### src/mmti_map.vh
// Register indices, field positions, reset values and timing for the two-wire interface.
// Assumes a 32-bit Avalon-MM slave; byte address = 4 * index.
`ifndef MMTI_MAP_VH
`define MMTI_MAP_VH

`define MMTI_IDX_PCLK 10'h012
`define MMTI_IDX_DATA 10'h2B0
`define MMTI_IDX_OWNA 10'h2B2
`define MMTI_IDX_CTRL 10'h2B3
`define MMTI_IDX_BCLK 10'h2B4
`define MMTI_IDX_SSC 10'h2B5
`define MMTI_IDX_CTLB 10'h2B6
`define MMTI_IDX_CTLC 10'h2B7
`define MMTI_IDX_STA 10'h2B8
`define MMTI_IDX_STB 10'h2B9
`define MMTI_IDX_OWNB 10'h2BA
`define MMTI_IDX_OWNC 10'h2BB

`define MMTI_RST_PCLK 8'h03
`define MMTI_RST_ZERO 8'h00
`define MMTI_RST_SSC 8'h1A
`define MMTI_RST_CTLB 8'h30

// interface_control
`define MMTI_CTRL_EN 3
`define MMTI_CTRL_FMT 4
`define MMTI_CTRL_SRST 6
`define MMTI_CTRL_ILS 7
// bus_clock_control
`define MMTI_BCLK_FAST 5
`define MMTI_BCLK_ACKBIT 6
`define MMTI_BCLK_ACK_CLOCK_ENABLE 7
`define MMTI_RATE_SPECIAL 5'h05
// start_stop_control
`define MMTI_SSC_EPOL 5
`define MMTI_SSC_ESEL 6
// interface_control_c
`define MMTI_CTLC_TOEN 0
`define MMTI_CTLC_TOUT 1
`define MMTI_CTLC_MULTI 2
// bus_status_a
`define MMTI_STA_GCALL 0
`define MMTI_STA_MATCH 1
`define MMTI_STA_ARB 2
`define MMTI_STA_PEND_N 4
`define MMTI_STA_BUSY 5
`define MMTI_STA_DIR 6
`define MMTI_STA_MASTER 7

`define MMTI_GCALL_ADDR 8'h00
`define MMTI_CLK_HZ 40000000
`define MMTI_VIIC_HZ 4000000
`define MMTI_TOUT_US 100
`define MMTI_SRST_TICKS 2'h2

`endif

### src/mmti_sync2.v
// Two-flop synchroniser for the two bus lines.
// Assumes asynchronous pin inputs; the first stage feeds only the second.
`timescale 1ns/1ps
module mmti_sync2 (
	input wire clk_in,
	input wire resetn_in,
	input wire [1:0] async_in,
	output wire [1:0] sync_out
);
	reg [1:0] meta_q;
	reg [1:0] sync_q;

	// Idle bus is high, so reset to high avoids false edges at release
	always @(posedge clk_in or negedge resetn_in) begin
		if (!resetn_in) begin
			meta_q <= 2'h3;
			sync_q <= 2'h3;
		end else begin
			meta_q <= async_in;
			sync_q <= meta_q;
		end
	end

	assign sync_out = sync_q;
endmodule

### src/mmti_top.v
// Multi-master two-wire serial interface with Avalon-MM register access.
// Assumes open-drain pads outside; pins arrive asynchronously to clk_in.
// Contract
// - Four master/slave roles, standard and fast rates
// - Both bus lines open drain, pull low only
// - Slave acks own address or general call, or any first byte in free format, else stays silent
// - Three 7-bit own addresses, zero means unused
// - Multi-address off: only first address compared
// - Addressed format: request on match or general call
// - Free format: request on first byte always
// - Arbitration lost: release line, set flag
// - Bus busy set on start, cleared on stop
// - Busy and clock long high: timeout flag
// - Transmit bit 7 first, shift left
// - Receive into bit 0, shift left
// - Master start and stop via data writes
// - Bit count clears on start or stop
// - Bit count clears after byte and ack
// - Disabled: pins released, flags cleared, clock stopped
// - Soft reset clears flags, self-clears quickly
// - Input level select for both pins
// - Edge interrupt on chosen line and polarity
// - Optional ninth ack clock; else request on eighth
`timescale 1ns/1ps
`include "mmti_map.vh"
module mmti_top (
	input wire clk_in,
	input wire resetn_in,
	input wire [11:0] avs_address_in,
	input wire avs_read_in,
	input wire avs_write_in,
	input wire [3:0] avs_byteenable_in,
	input wire [31:0] avs_writedata_in,
	output wire [31:0] avs_readdata_out,
	output wire avs_waitrequest_out,
	input wire bus_clock_pin_in,
	output wire bus_clock_pin_out,
	output wire bus_clock_pin_oe_n_out,
	input wire bus_data_pin_in,
	output wire bus_data_pin_out,
	output wire bus_data_pin_oe_n_out,
	output wire pin_function_select_out,
	output wire input_level_select_out,
	output wire bus_irq_out,
	output wire edge_irq_out
);
	localparam integer VIIC_DIV_I = `MMTI_CLK_HZ / `MMTI_VIIC_HZ;
	localparam integer TOUT_TICKS_I = `MMTI_TOUT_US * (`MMTI_VIIC_HZ / 1000000);
	localparam [3:0] VIIC_DIV = VIIC_DIV_I[3:0];
	localparam [8:0] TOUT_TICKS = TOUT_TICKS_I[8:0];
	localparam [4:0] MS_IDLE = 5'h01;
	localparam [4:0] MS_START = 5'h02;
	localparam [4:0] MS_RUN = 5'h04;
	localparam [4:0] MS_STOP1 = 5'h08;
	localparam [4:0] MS_STOP2 = 5'h10;

	reg [7:0] pclk_q, owna_q, ownb_q, ownc_q, ctrl_q, bclk_q, ssc_q, ctlb_q, ctlc_q;
	reg [7:0] data_q;
	reg [1:0] srst_cnt_q;
	reg ack_q;
	reg [31:0] rdata_q;
	reg [7:0] rd_val;
	reg gcall_q, match_q, arb_lost_q, pend_n_q, busy_q, dir_tx_q, master_q, busy_req_q;
	reg [2:0] slot_q;
	reg tout_q;
	reg [8:0] tout_cnt_q;
	reg [3:0] div_q;
	reg scl_r, sda_r;
	reg [3:0] bitcnt_q;
	reg ack_ph_q, addr_ph_q, part_q, hold_q;
	reg sda_drv_q, scl_drv_q;
	reg [4:0] ms_q;
	reg [6:0] tmr_q;
	reg edge_irq_q;

	wire [1:0] pins_s;
	wire scl_s = pins_s[1];
	wire sda_s = pins_s[0];
	wire en = ctrl_q[`MMTI_CTRL_EN];
	wire clr = ~en | ctrl_q[`MMTI_CTRL_SRST];
	wire [9:0] idx = avs_address_in[11:2];
	wire [7:0] wd8 = avs_writedata_in[7:0];
	wire wr_ok = avs_write_in & ack_q & avs_byteenable_in[0];
	wire tick = en & (div_q == VIIC_DIV - 4'h1);
	wire fmt = ctrl_q[`MMTI_CTRL_FMT];
	wire ackbit = bclk_q[`MMTI_BCLK_ACKBIT];
	wire ack_clock_en = bclk_q[`MMTI_BCLK_ACK_CLOCK_ENABLE];
	wire [4:0] rate = bclk_q[4:0];

	mmti_sync2 i_mmti_sync2 (
		.clk_in(clk_in),
		.resetn_in(resetn_in),
		.async_in({bus_clock_pin_in, bus_data_pin_in}),
		.sync_out(pins_s)
	);

	wire scl_rise = scl_s & ~scl_r;
	wire scl_fall = ~scl_s & scl_r;
	wire start_det = scl_s & scl_r & sda_r & ~sda_s;
	wire stop_det = scl_s & scl_r & ~sda_r & sda_s;
	wire [3:0] nbits = (ctrl_q[2:0] == 3'h0) ? 4'h8 : {1'b0, ctrl_q[2:0]};
	wire listen = busy_q & (part_q | addr_ph_q) & ~ms_q[3] & ~ms_q[4];
	wire data_done = bitcnt_q >= nbits;
	wire byte_end = listen & scl_fall & data_done & (ack_ph_q | ~ack_clock_en);
	wire data_wr = wr_ok & (idx == `MMTI_IDX_DATA) & en;

	// Fast mode at the special rate value runs at a hundredth of the system clock
	wire [6:0] half = bclk_q[`MMTI_BCLK_FAST] ?
		((rate == `MMTI_RATE_SPECIAL) ? {2'h0, rate} : {1'b0, rate, 1'b0}) :
		{rate, 2'b00};

	wire [23:0] own_v = {ownc_q, ownb_q, owna_q};
	wire [2:0] hit;
	genvar gi;
	generate
		for (gi = 0; gi < 3; gi = gi + 1) begin : g_slot
			wire [6:0] own = own_v[8*gi+7 -: 7];
			wire slot_on = (gi == 0) | ctlc_q[`MMTI_CTLC_MULTI];
			assign hit[gi] = slot_on & (own != 7'h00) & (own == data_q[7:1]);
		end
	endgenerate
	wire gcall = data_q == `MMTI_GCALL_ADDR;
	wire accept = fmt | (|hit) | gcall;
	wire part_now = addr_ph_q ? accept : part_q;

	// Avalon: one wait cycle, then the access completes
	assign avs_waitrequest_out = (avs_read_in | avs_write_in) & ~ack_q;
	assign avs_readdata_out = rdata_q;

	always @(posedge clk_in or negedge resetn_in) begin
		if (!resetn_in) begin
			ack_q <= 1'b0;
			rdata_q <= 32'h00000000;
		end else begin
			ack_q <= (avs_read_in | avs_write_in) & ~ack_q;
			if (avs_read_in & ~ack_q)
				rdata_q <= {24'h000000, rd_val};
		end
	end

	always @* begin
		rd_val = 8'h00;
		if (idx == `MMTI_IDX_PCLK) begin
			rd_val = pclk_q;
		end else if (idx == `MMTI_IDX_DATA) begin
			rd_val = data_q;
		end else if (idx == `MMTI_IDX_OWNA) begin
			rd_val = owna_q;
		end else if (idx == `MMTI_IDX_CTRL) begin
			rd_val = ctrl_q;
		end else if (idx == `MMTI_IDX_BCLK) begin
			rd_val = bclk_q;
		end else if (idx == `MMTI_IDX_SSC) begin
			rd_val = ssc_q;
		end else if (idx == `MMTI_IDX_CTLB) begin
			rd_val = ctlb_q;
		end else if (idx == `MMTI_IDX_CTLC) begin
			rd_val = {ctlc_q[7:2], tout_q, ctlc_q[0]};
		end else if (idx == `MMTI_IDX_STA) begin
			rd_val = {master_q, dir_tx_q, busy_q, pend_n_q, 1'b0, arb_lost_q, match_q, gcall_q};
		end else if (idx == `MMTI_IDX_STB) begin
			rd_val = {5'h00, slot_q};
		end else if (idx == `MMTI_IDX_OWNB) begin
			rd_val = ownb_q;
		end else if (idx == `MMTI_IDX_OWNC) begin
			rd_val = ownc_q;
		end
	end

	// Configuration registers
	always @(posedge clk_in or negedge resetn_in) begin
		if (!resetn_in) begin
			pclk_q <= `MMTI_RST_PCLK;
			owna_q <= `MMTI_RST_ZERO;
			ownb_q <= `MMTI_RST_ZERO;
			ownc_q <= `MMTI_RST_ZERO;
			ctrl_q <= `MMTI_RST_ZERO;
			bclk_q <= `MMTI_RST_ZERO;
			ssc_q <= `MMTI_RST_SSC;
			ctlb_q <= `MMTI_RST_CTLB;
			ctlc_q <= `MMTI_RST_ZERO;
			srst_cnt_q <= 2'h0;
		end else begin
			if (wr_ok) begin
				if (idx == `MMTI_IDX_PCLK) begin
					pclk_q <= wd8;
				end else if (idx == `MMTI_IDX_OWNA) begin
					owna_q <= {wd8[7:1], 1'b0};
				end else if (idx == `MMTI_IDX_OWNB) begin
					ownb_q <= {wd8[7:1], 1'b0};
				end else if (idx == `MMTI_IDX_OWNC) begin
					ownc_q <= {wd8[7:1], 1'b0};
				end else if (idx == `MMTI_IDX_CTRL) begin
					// Soft reset can only be armed while already enabled
					ctrl_q <= {wd8[7], wd8[6] & en, 1'b0, wd8[4:0]};
				end else if (idx == `MMTI_IDX_BCLK) begin
					bclk_q <= wd8;
				end else if (idx == `MMTI_IDX_SSC) begin
					ssc_q <= wd8;
				end else if (idx == `MMTI_IDX_CTLB) begin
					ctlb_q <= wd8;
				end else if (idx == `MMTI_IDX_CTLC) begin
					ctlc_q <= {5'h00, wd8[`MMTI_CTLC_MULTI], 1'b0, wd8[`MMTI_CTLC_TOEN]};
				end
			end
			if (start_det | stop_det | byte_end)
				ctrl_q[2:0] <= 3'h0;
			if (!ctrl_q[`MMTI_CTRL_SRST] | ~en) begin
				srst_cnt_q <= 2'h0;
				if (~en)
					ctrl_q[`MMTI_CTRL_SRST] <= 1'b0;
			end else if (tick) begin
				srst_cnt_q <= srst_cnt_q + 2'h1;
				if (srst_cnt_q == `MMTI_SRST_TICKS - 2'h1)
					ctrl_q[`MMTI_CTRL_SRST] <= 1'b0;
			end
		end
	end

	// System clock enable stops while disabled
	always @(posedge clk_in or negedge resetn_in) begin
		if (!resetn_in) begin
			div_q <= 4'h0;
		end else if (~en | tick) begin
			div_q <= 4'h0;
		end else begin
			div_q <= div_q + 4'h1;
		end
	end

	always @(posedge clk_in or negedge resetn_in) begin
		if (!resetn_in) begin
			tout_cnt_q <= 9'h000;
			tout_q <= 1'b0;
		end else if (clr) begin
			tout_cnt_q <= 9'h000;
			tout_q <= 1'b0;
		end else if (~busy_q | ~scl_s) begin
			tout_cnt_q <= 9'h000;
		end else if (tick) begin
			if (tout_cnt_q == TOUT_TICKS)
				tout_q <= 1'b1;
			else
				tout_cnt_q <= tout_cnt_q + 9'h001;
		end
	end

	wire esel = ssc_q[`MMTI_SSC_ESEL] ? scl_s : sda_s;
	wire esel_r = ssc_q[`MMTI_SSC_ESEL] ? scl_r : sda_r;
	always @(posedge clk_in or negedge resetn_in) begin
		if (!resetn_in)
			edge_irq_q <= 1'b0;
		else
			edge_irq_q <= en & (esel != esel_r) & (esel == ssc_q[`MMTI_SSC_EPOL]);
	end

	// Bus engine, status flags and master clock generator
	always @(posedge clk_in or negedge resetn_in) begin
		if (!resetn_in) begin
			scl_r <= 1'b1;
			sda_r <= 1'b1;
			data_q <= 8'h00;
			gcall_q <= 1'b0;
			match_q <= 1'b0;
			arb_lost_q <= 1'b0;
			pend_n_q <= 1'b1;
			busy_q <= 1'b0;
			dir_tx_q <= 1'b0;
			master_q <= 1'b0;
			busy_req_q <= 1'b0;
			slot_q <= 3'h0;
			bitcnt_q <= 4'h0;
			ack_ph_q <= 1'b0;
			addr_ph_q <= 1'b0;
			part_q <= 1'b0;
			hold_q <= 1'b0;
			sda_drv_q <= 1'b0;
			scl_drv_q <= 1'b0;
			ms_q <= MS_IDLE;
			tmr_q <= 7'h00;
		end else begin
			scl_r <= scl_s;
			sda_r <= sda_s;
			if (clr) begin
				gcall_q <= 1'b0;
				match_q <= 1'b0;
				arb_lost_q <= 1'b0;
				pend_n_q <= 1'b1;
				busy_q <= 1'b0;
				dir_tx_q <= 1'b0;
				master_q <= 1'b0;
				busy_req_q <= 1'b0;
				slot_q <= 3'h0;
				bitcnt_q <= 4'h0;
				ack_ph_q <= 1'b0;
				addr_ph_q <= 1'b0;
				part_q <= 1'b0;
				hold_q <= 1'b0;
				sda_drv_q <= 1'b0;
				scl_drv_q <= 1'b0;
				ms_q <= MS_IDLE;
				tmr_q <= 7'h00;
			end else begin
				if (start_det) begin
					busy_q <= 1'b1;
					bitcnt_q <= 4'h0;
					ack_ph_q <= 1'b0;
					addr_ph_q <= ~master_q;
					part_q <= master_q;
				end else if (stop_det) begin
					busy_q <= 1'b0;
					bitcnt_q <= 4'h0;
					ack_ph_q <= 1'b0;
					addr_ph_q <= 1'b0;
					part_q <= 1'b0;
					hold_q <= 1'b0;
					sda_drv_q <= 1'b0;
					scl_drv_q <= 1'b0;
					master_q <= 1'b0;
					dir_tx_q <= 1'b0;
				end else if (listen & scl_rise) begin
					if (!ack_ph_q) begin
						data_q <= {data_q[6:0], sda_s};
						bitcnt_q <= bitcnt_q + 4'h1;
						if (master_q & dir_tx_q & ~sda_drv_q & ~sda_s) begin
							arb_lost_q <= 1'b1;
							pend_n_q <= 1'b0;
							master_q <= 1'b0;
							dir_tx_q <= 1'b0;
							part_q <= 1'b0;
						end
					end else if (~master_q & dir_tx_q & sda_s) begin
						// Not acknowledged: a slave transmitter stops here
						part_q <= 1'b0;
					end
				end else if (listen & scl_fall) begin
					if (!data_done) begin
						if (part_q & dir_tx_q)
							sda_drv_q <= ~data_q[7];
					end else if (!ack_ph_q) begin
						if (addr_ph_q) begin
							addr_ph_q <= 1'b0;
							part_q <= accept;
							match_q <= ~fmt & (|hit);
							slot_q <= fmt ? 3'h0 : hit;
							gcall_q <= ~fmt & gcall;
							dir_tx_q <= ~fmt & accept & data_q[0];
						end
						if (ack_clock_en) begin
							ack_ph_q <= 1'b1;
							sda_drv_q <= ~ackbit & (addr_ph_q ? accept : (part_q & ~dir_tx_q));
						end
					end
					if (byte_end) begin
						bitcnt_q <= 4'h0;
						ack_ph_q <= 1'b0;
						sda_drv_q <= 1'b0;
						if (part_now) begin
							pend_n_q <= 1'b0;
							hold_q <= 1'b1;
							scl_drv_q <= 1'b1;
						end
					end
				end

				if (wr_ok & (idx == `MMTI_IDX_STA)) begin
					master_q <= wd8[`MMTI_STA_MASTER];
					dir_tx_q <= wd8[`MMTI_STA_DIR];
					busy_req_q <= wd8[`MMTI_STA_BUSY];
				end

				// A data write also starts or stops the bus as master
				if (data_wr) begin
					pend_n_q <= 1'b1;
					hold_q <= 1'b0;
					tmr_q <= 7'h00;
					if (master_q & ~busy_q & busy_req_q) begin
						data_q <= wd8;
						sda_drv_q <= 1'b1;
						ms_q <= MS_START;
					end else if (master_q & busy_q & ~busy_req_q) begin
						sda_drv_q <= 1'b1;
						scl_drv_q <= 1'b1;
						ms_q <= MS_STOP1;
					end else begin
						data_q <= wd8;
						sda_drv_q <= part_q & dir_tx_q & ~wd8[7];
						if (!master_q)
							scl_drv_q <= 1'b0;
					end
				end else begin
					case (ms_q)
						MS_START: begin
							if (tick) begin
								tmr_q <= tmr_q + 7'h01;
								if (tmr_q == half - 7'h01) begin
									scl_drv_q <= 1'b1;
									tmr_q <= 7'h00;
									ms_q <= MS_RUN;
								end
							end
						end
						MS_RUN: begin
							if (~master_q | ~busy_q) begin
								scl_drv_q <= 1'b0;
								ms_q <= MS_IDLE;
							end else if (scl_drv_q) begin
								if (hold_q | (listen & scl_fall & data_done & ~ack_ph_q & ~ack_clock_en)) begin
									tmr_q <= 7'h00;
								end else if (tick) begin
									tmr_q <= tmr_q + 7'h01;
									if (tmr_q == half - 7'h01) begin
										scl_drv_q <= 1'b0;
										tmr_q <= 7'h00;
									end
								end
							end else if (~scl_s) begin
								// Another device stretches the clock low
								tmr_q <= 7'h00;
							end else if (tick) begin
								tmr_q <= tmr_q + 7'h01;
								if (tmr_q == half - 7'h01) begin
									scl_drv_q <= 1'b1;
									tmr_q <= 7'h00;
								end
							end
						end
						MS_STOP1: begin
							if (tick) begin
								tmr_q <= tmr_q + 7'h01;
								if (tmr_q == half - 7'h01) begin
									scl_drv_q <= 1'b0;
									tmr_q <= 7'h00;
									ms_q <= MS_STOP2;
								end
							end
						end
						MS_STOP2: begin
							if (~scl_s) begin
								tmr_q <= 7'h00;
							end else if (tick) begin
								tmr_q <= tmr_q + 7'h01;
								if (tmr_q == half - 7'h01) begin
									sda_drv_q <= 1'b0;
									tmr_q <= 7'h00;
									ms_q <= MS_IDLE;
								end
							end
						end
						default: begin
							tmr_q <= 7'h00;
						end
					endcase
				end
			end
		end
	end

	// Open drain: value always low, enable low only while pulling
	assign bus_clock_pin_out = 1'b0;
	assign bus_data_pin_out = 1'b0;
	assign bus_clock_pin_oe_n_out = ~scl_drv_q;
	assign bus_data_pin_oe_n_out = ~sda_drv_q;
	assign pin_function_select_out = en;
	assign input_level_select_out = ctrl_q[`MMTI_CTRL_ILS];
	assign bus_irq_out = ~pend_n_q | (tout_q & ctlc_q[`MMTI_CTLC_TOEN]);
	assign edge_irq_out = edge_irq_q;
endmodule

### config.mk
export PLATFORM = sky130hd
export DESIGN_NAME = mmti_top
export DESIGN_NICKNAME = d
export VERILOG_FILES = /design/src/mmti_sync2.v /design/src/mmti_top.v
export VERILOG_INCLUDE_DIRS = /design/src /design/src/src
export SDC_FILE = /design/constraint.sdc
export NUM_CORES = 1
export LEC_CHECK = 0
export ABC_AREA = 1
export BUFFER_PORTS_ARGS = -buffer_cell sky130_fd_sc_hd__buf_2
export CORE_MARGIN = 2
export CORE_UTILIZATION = 55
export CTS_CLUSTER_DIAMETER = 50
export DETAILED_ROUTE_END_ITERATION = 7
export GPL_TIMING_DRIVEN = 0
export PLACE_DENSITY = 0.82
export SLEW_MARGIN = 20
export SYNTH_ARGS = -nofsm -noshare
export SYNTH_HDL_FRONTEND = slang
export SYNTH_HIERARCHICAL = 1
export SYNTH_SLANG_ARGS = --single-unit
export TNS_END_PERCENT = 100
### constraint.sdc
create_clock -name clk_in -period 2 [get_ports clk_in]
set_input_delay 0.2 -clock clk_in [delete_from_list [all_inputs] [get_ports clk_in]]
set_output_delay 0.2 -clock clk_in [all_outputs]
set_load 0.05 [all_outputs]
Word-level counts from Yosys, hierarchy flattened --
Index checks and enable logic that the tools add are counted.
Cells by class: magnitude comparators 1, bitwise operators 93, reductions and logical operators 62, eq/ne operators 62, muxes and demuxes 207, add/subtract/negate cells 6
Operator list (count):
- $mux W8 | 19
- $mux W1 | 132
- $eq A10 B10 Y1 const B | 11
- $mux W7 | 15
- $mux W5 | 12
- $and A1 B1 Y1 | 50
- $ne A4 B4 Y1 const B | 11
- $reduce_bool A4 Y1 | 10
- $mux W4 | 9
- $mux W9 | 4
- $reduce_bool A5 Y1 | 7
- $mux W3 | 10
- $not A1 Y1 | 29
- $eq A7 B7 Y1 | 4
- $reduce_and A7 Y1 | 4
- $reduce_bool A2 Y1 | 11
- $pmux W7 S3 | 1
- $reduce_bool A7 Y1 | 3
- $pmux W5 S4 | 1
- $reduce_and A10 Y1 | 2
- $reduce_and A5 Y1 | 4
- $or A1 B1 Y1 | 14
- $ne A6 B5 Y1 const B | 2
- $reduce_and A3 Y1 | 4
- 42 further kinds | 62
Word-level totals: flip-flop bits (word level) 135, word-level logic and storage cells 472, input bits 54, output and inout bits 41

Logic depth before layout (Yosys ltp) --
word-level depth 22, depth in mapped cells 18, gate-level depth less buffers 18

Cells and area by module --
Netlist, hierarchy kept.
Modules (own cells, without submodules):
- mmti_top | sequential area each 3291.9 um^2, area an instance 8069.0 um^2, cells each 1102, instances 1
- mmti_sync2 | sequential area each 105.1 um^2, area an instance 105.1 um^2, cells each 4, instances 1

Worst setup path after synthesis --
OpenSTA, ideal clock, no wires.
path kind reg-to-reg, start register ctrl_q[3], end register bitcnt_q[3], path buffers 0, cell stages (with the launch flop) 11, setup time 0.124 ns, arrival time 1.993 ns, period minus slack after synthesis 2.117 ns, setup slack -0.117 ns, required time 1.876 ns, cell sequence dfrtp_1 inv_2 nor2_4 inv_2 nor2_2 nand2_1 inv_1 nand2_1 o21ai_2 o21ai_0 nor3b_1
On the way: word-level cells in the longest chain between the ends 4, elaborated cells on any way between the ends 7, classes of those cells eq/ne: 1; mux: 1; bitwise: 2; reduce/logical: 3
RTL lines:
- start: declaration | line mmti_top.v:57 | reg [7:0] pclk_q, owna_q, ownb_q, ownc_q, ctrl_q, bclk_q, ssc_q, ctlb_q, ctlc_q;
- start signal: assignment | line mmti_top.v:177 | ctrl_q <= `MMTI_RST_ZERO;
- start signal: assignment | line mmti_top.v:195 | ctrl_q <= {wd8[7], wd8[6] & en, 1'b0, wd8[4:0]};
- $not A1 Y1 (*) | line mmti_top.v:80 | wire clr = ~en | ctrl_q[`MMTI_CTRL_SRST];
- $or A1 B1 Y1 (*) | line mmti_top.v:80
- $ne A5 B5 Y1 (no source line) / $reduce_bool A5 Y1 (equally long branches)
- $reduce_and A3 Y1 (no source line)
- end signal: assignment | line mmti_top.v:324 | bitcnt_q <= bitcnt_q + 4'h1;
- end: declaration | line mmti_top.v:69 | reg [3:0] bitcnt_q;
Every way passes the cells marked *; elsewhere a longest branch is shown, timed or not. A chain may end at the register's enable or synchronous reset.

Final worst setup path --
start register ms_q[4], end register tmr_q[4]
On the way: word-level cells in the longest chain between the ends 13, elaborated cells on any way between the ends 19, classes of those cells eq/ne: 5; mux: 6; bitwise: 7; reduce/logical: 1
RTL lines:
- start: declaration | line mmti_top.v:72 | reg [4:0] ms_q;
- start signal: assignment | line mmti_top.v:279 | ms_q <= MS_IDLE;
- start signal: assignment | line mmti_top.v:301 | ms_q <= MS_IDLE;
- start signal: assignment | line mmti_top.v:380 | ms_q <= MS_START;
- $not A1 Y1 | line mmti_top.v:102 | wire listen = busy_q & (part_q | addr_ph_q) & ~ms_q[3] & ~ms_q[4];
- $and A1 B1 Y1 | line mmti_top.v:102
- $and A1 B1 Y1 (4 in series) | line mmti_top.v:408 | if (hold_q | (listen & scl_fall & data_done & ~ack_ph_q & ~ack_clock_en)) begin
- $or A1 B1 Y1 | line mmti_top.v:408
- $mux W7 | line mmti_top.v:408
- $mux W7 | line mmti_top.v:407 | end else if (scl_drv_q) begin
- $mux W7 | line mmti_top.v:404 | if (~master_q | ~busy_q) begin
- $pmux W7 S3 | line mmti_top.v:392 | case (ms_q)
- $mux W7 | line mmti_top.v:373 | if (data_wr) begin
- $mux W7 | line mmti_top.v:284 | if (clr) begin
- end signal: assignment | line mmti_top.v:395 | tmr_q <= tmr_q + 7'h01;
- end signal: assignment | line mmti_top.v:411 | tmr_q <= tmr_q + 7'h01;
- end signal: assignment | line mmti_top.v:421 | tmr_q <= tmr_q + 7'h01;
- end: declaration | line mmti_top.v:73 | reg [6:0] tmr_q;
Several ways; a longest one is shown, not always the timed one. The select of a mux whose other input is x is not followed.

==> impl_results.md <==
- Power Total: ~0.0067 W
- Final RePlAce weighted congestion: around 1.0
- Clock tree buffer depth: 2
- First-pass GRT wire length: 39520 µm
- Violated checks: setup timing
- RSZ-0062 raised after global routing: true
- CTS clk-pin slew, worst paths: 0.06 ns
- Critical path fanouts, max: 5
- Most frequent cells in the layout: nand2_1 (280), inv_1 (114), o21ai_0 (106), dfrtp_1 (106), nor2_1 (84)
- Outcome: finished with violations
- Drc violations: 0
- Pwr per Cell Area: around 650 nW/µm²
- Leading cell type in the layout, fill and taps excluded: nand2_1
- I/O pin count: 95
- Vias: between 8000 and 9000
- Net switching fraction of the power: 25.97%
- FP Rows: 44
- H-tree Lvls: 4
- Yosys top cell by area: dfrtp_1
- Placeable Area: around 15000 µm²
- Maximum vdd ir drop: 0.5910 mV
- Post-synth ARST share: 100.0%
- Net switching power: 0.001731 W
- Total wire length: about 26000 µm
- WP data arrival: 2.49 ns
- Routed Antenna Nets: 0
- Period utilization: 107.7%
- Setup violators final: 15
- Starting DRC count in detailed routing: 1055
- Min Tclk post-route: 2.154 ns
- Sequential share of power: ~42%
- Die Y: about 130 µm
- Wire per inst: 18.31 µm
- P_int: 0.004933 W
- Worst hold path class: in2reg
- Clock share of power: roughly half
- Clock latency on the worst-skew pair: 0.42 ns
- Layout Area Growth over Synthesis: 25.68%
- Setup Crit Path Kind: reg2reg
- Vias in the first global route: 7499
- Total grt overflow: 0
- Mapped Avg Cell Area: ~7.4 µm²
- Chip Width: 125.9 µm
- Post-route clock skew: 0.007797 ns
- PnR worst setup slack: -0.1536 ns
- Critical Path Start Type: flip-flop
- Drt pass-1 iters: 6
- Dpl hpwl: between 15000 and 20000 µm
- Pre-CTS setup slack: -0.2919 ns
- Sequential share of the synthesized area: 41.56%
- TritonCTS clock tree: yes
- Worst Setup End Kind: flip-flop
- Post-synth top area share: 36.74%
- Count of warnings emitted by yosys: 6
- Final Max Slew Viols: 0
- Pleak: approximately 4.7 nW
- Logic pwr share: 8.3%
- GR Util All Layers: 31.66%
- Max Cap Viol: 0
- Largest net degree at the start of global routing: 80
- Clk root buf: clkbuf_16
- Worst slew pin tran: roughly 0.7 ns
- Clk sink count: 135
- Fin Setup TNS: -0.7360 ns
- Rel. slew slack: 53.90%
- Final #Nets: 1307
- Post-synth EDFFs: 0
- Yosys cell types: 52
- Area of the mapped netlist: 8174 µm²
- Final Hold Viols: 0
- Flops & latches, synth: 135
- Vias per cell: just under 6
- CTS buffer count: 17
- Syn Inst Count: between 1000 and 1500
- Initial antenna violation count: 0
- FMAX: 464.3 MHz
- Worst endpoint required time: 2.34 ns
- Initial Util: between 50% and 60%
- # diodes: 0
- Die area: ~16000 µm²
- Input/output buffers: 38
- Layout cells sized above 1: about a quarter
- Area contributors post-synth: dfrtp_1 (37%), nand2_1 (14%), o21ai_0 (7.5%)
- Top_reg_cell synth: dfrtp_1
-- layer usage --
layer / routed length, µm / part of all wire, % / up-vias / track usage (%)
met4: 1148 / 4.4 / 0 / 12.86
met1: 10370 / 39 / 3971 / 42.80
met5: 0 / 0 / - / 0
met2: 12050 / 46 / 535 / 49.68
met3: 2771 / 11 / 117 / 7.179
li1: - / - / 3880 / -
-- cell type report --
class                   count  area (µm²)
clock inverters            13       170.2
inverters                 144       561.8
multi-input cells         812        4499
plain buffers              40       286.5
repair buffers             91       663.1
clock buffers              19       442.9
repair inverters            1       5.005
flip-flops and latches    135        3415
well taps                 184       230.2
fillers                  1123        4260
-- through the flow --
step	util [%]	instances	hold slack, ns	area (µm²)
6_report	70.69	1439	0.05482	10270
5_1_grt	70.69	1439	0.06603	10270
4_1_cts	66.21	1405	0.05569	9623
3_5_place_dp	60.05	1354	0.1507	8727
3_3_place_gp	59.79	1353	0.3044	8690
2_1_floorplan	-	1131	-0.09559	8269
-- kinds of logic (layout without fill, tap and decap cells) --
kind of cell             Yosys count  in the layout  share of synthesized area (%)
AO/OA/AOI/OAI                    211            212                          14.76
XOR/XNOR                          25             25                          2.679
adder cells (fa/ha/maj)           11             11                          1.684
buffers and inverters            185            308                          10.04
flip-flops                       135            135                          41.56
multiplexers                       1              1                         0.1225
other                              1             26                        0.04588
AND/OR/NAND/NOR                  537            537                          29.11
-- critical path, cell delays in order (launching register included) --
cell and delay (ns):
dfrtp_2 0.46, nor2_4 0.16, inv_1 0.09, nor3_4 0.24
inv_1 0.12, nand2_1 0.15, nor2_1 0.10, nor3_2 0.29
nand2_4 0.12, buf_6 0.14, o31ai_2 0.19
-- final timing paths --
kind / start / to / slack (ns) / cells after the start
setup / recovery: ms_q[4] / tmr_q[4] / -0.15 / 10
hold / removal: avs_read_in / ack_q / 0.05 / 3
setup reg to reg: ms_q[4] / tmr_q[4] / -0.15 / 10
hold reg to reg: i_mmti_sync2/meta_q[1] / i_mmti_sync2/sync_out[1] / 0.36 / 0
max in group asynchronous: resetn_in / pend_n_q / 0.94 / 3
min in group asynchronous: resetn_in / ownc_q[7] / 0.28 / 2
-- Yosys cell counts (all sizes together), types with 7 or more instances --
cell type  instances
a21oi             29
xnor2             12
dfrtp            120
inv              144
o31ai             11
o22ai             15
buf               34
clkbuf             7
nor3              27
nand4             28
nand3             52
nor2             106
o21ai            128
nand2            305
dfstp             15
xor2              13
nor4               9
ha                11
-- power groups by stage --
stage	Combinational [W]	Sequential [W]	Clock, W
detailed placement	0.000495	0.00286	0
global placement	0.000482	0.00286	0
finish	0.000555	0.00283	0.00328
global route	0.000593	0.00283	0.00342
floorplan	0.000319	0.00285	0
CTS	0.000512	0.00282	0.00326
-- state kept, by name, summed over array words and instances (netlist names), 7 cells and up --
register	cells
avs_readdata_out	8
bclk_q	8
ctlb_q	8
ctrl_q	7
data_q	8
owna_q	7
ownb_q	7
ownc_q	7
pclk_q	8
ssc_q	8
tmr_q	7
tout_cnt_q	9
-- repair_timing --
action | 4_1_cts | 5_1_grt
endpoints found under the hold margin | 51 | 0
endpoints found under the setup margin | 48 | 44
setup buffers | 17 | 31
cloned | 0 | 3
hold buffers | 3 | 0
gates resized for setup | 45 | 112
pin swaps | 15 | 49
No activity file was read; power rests on OpenSTA's default activity.
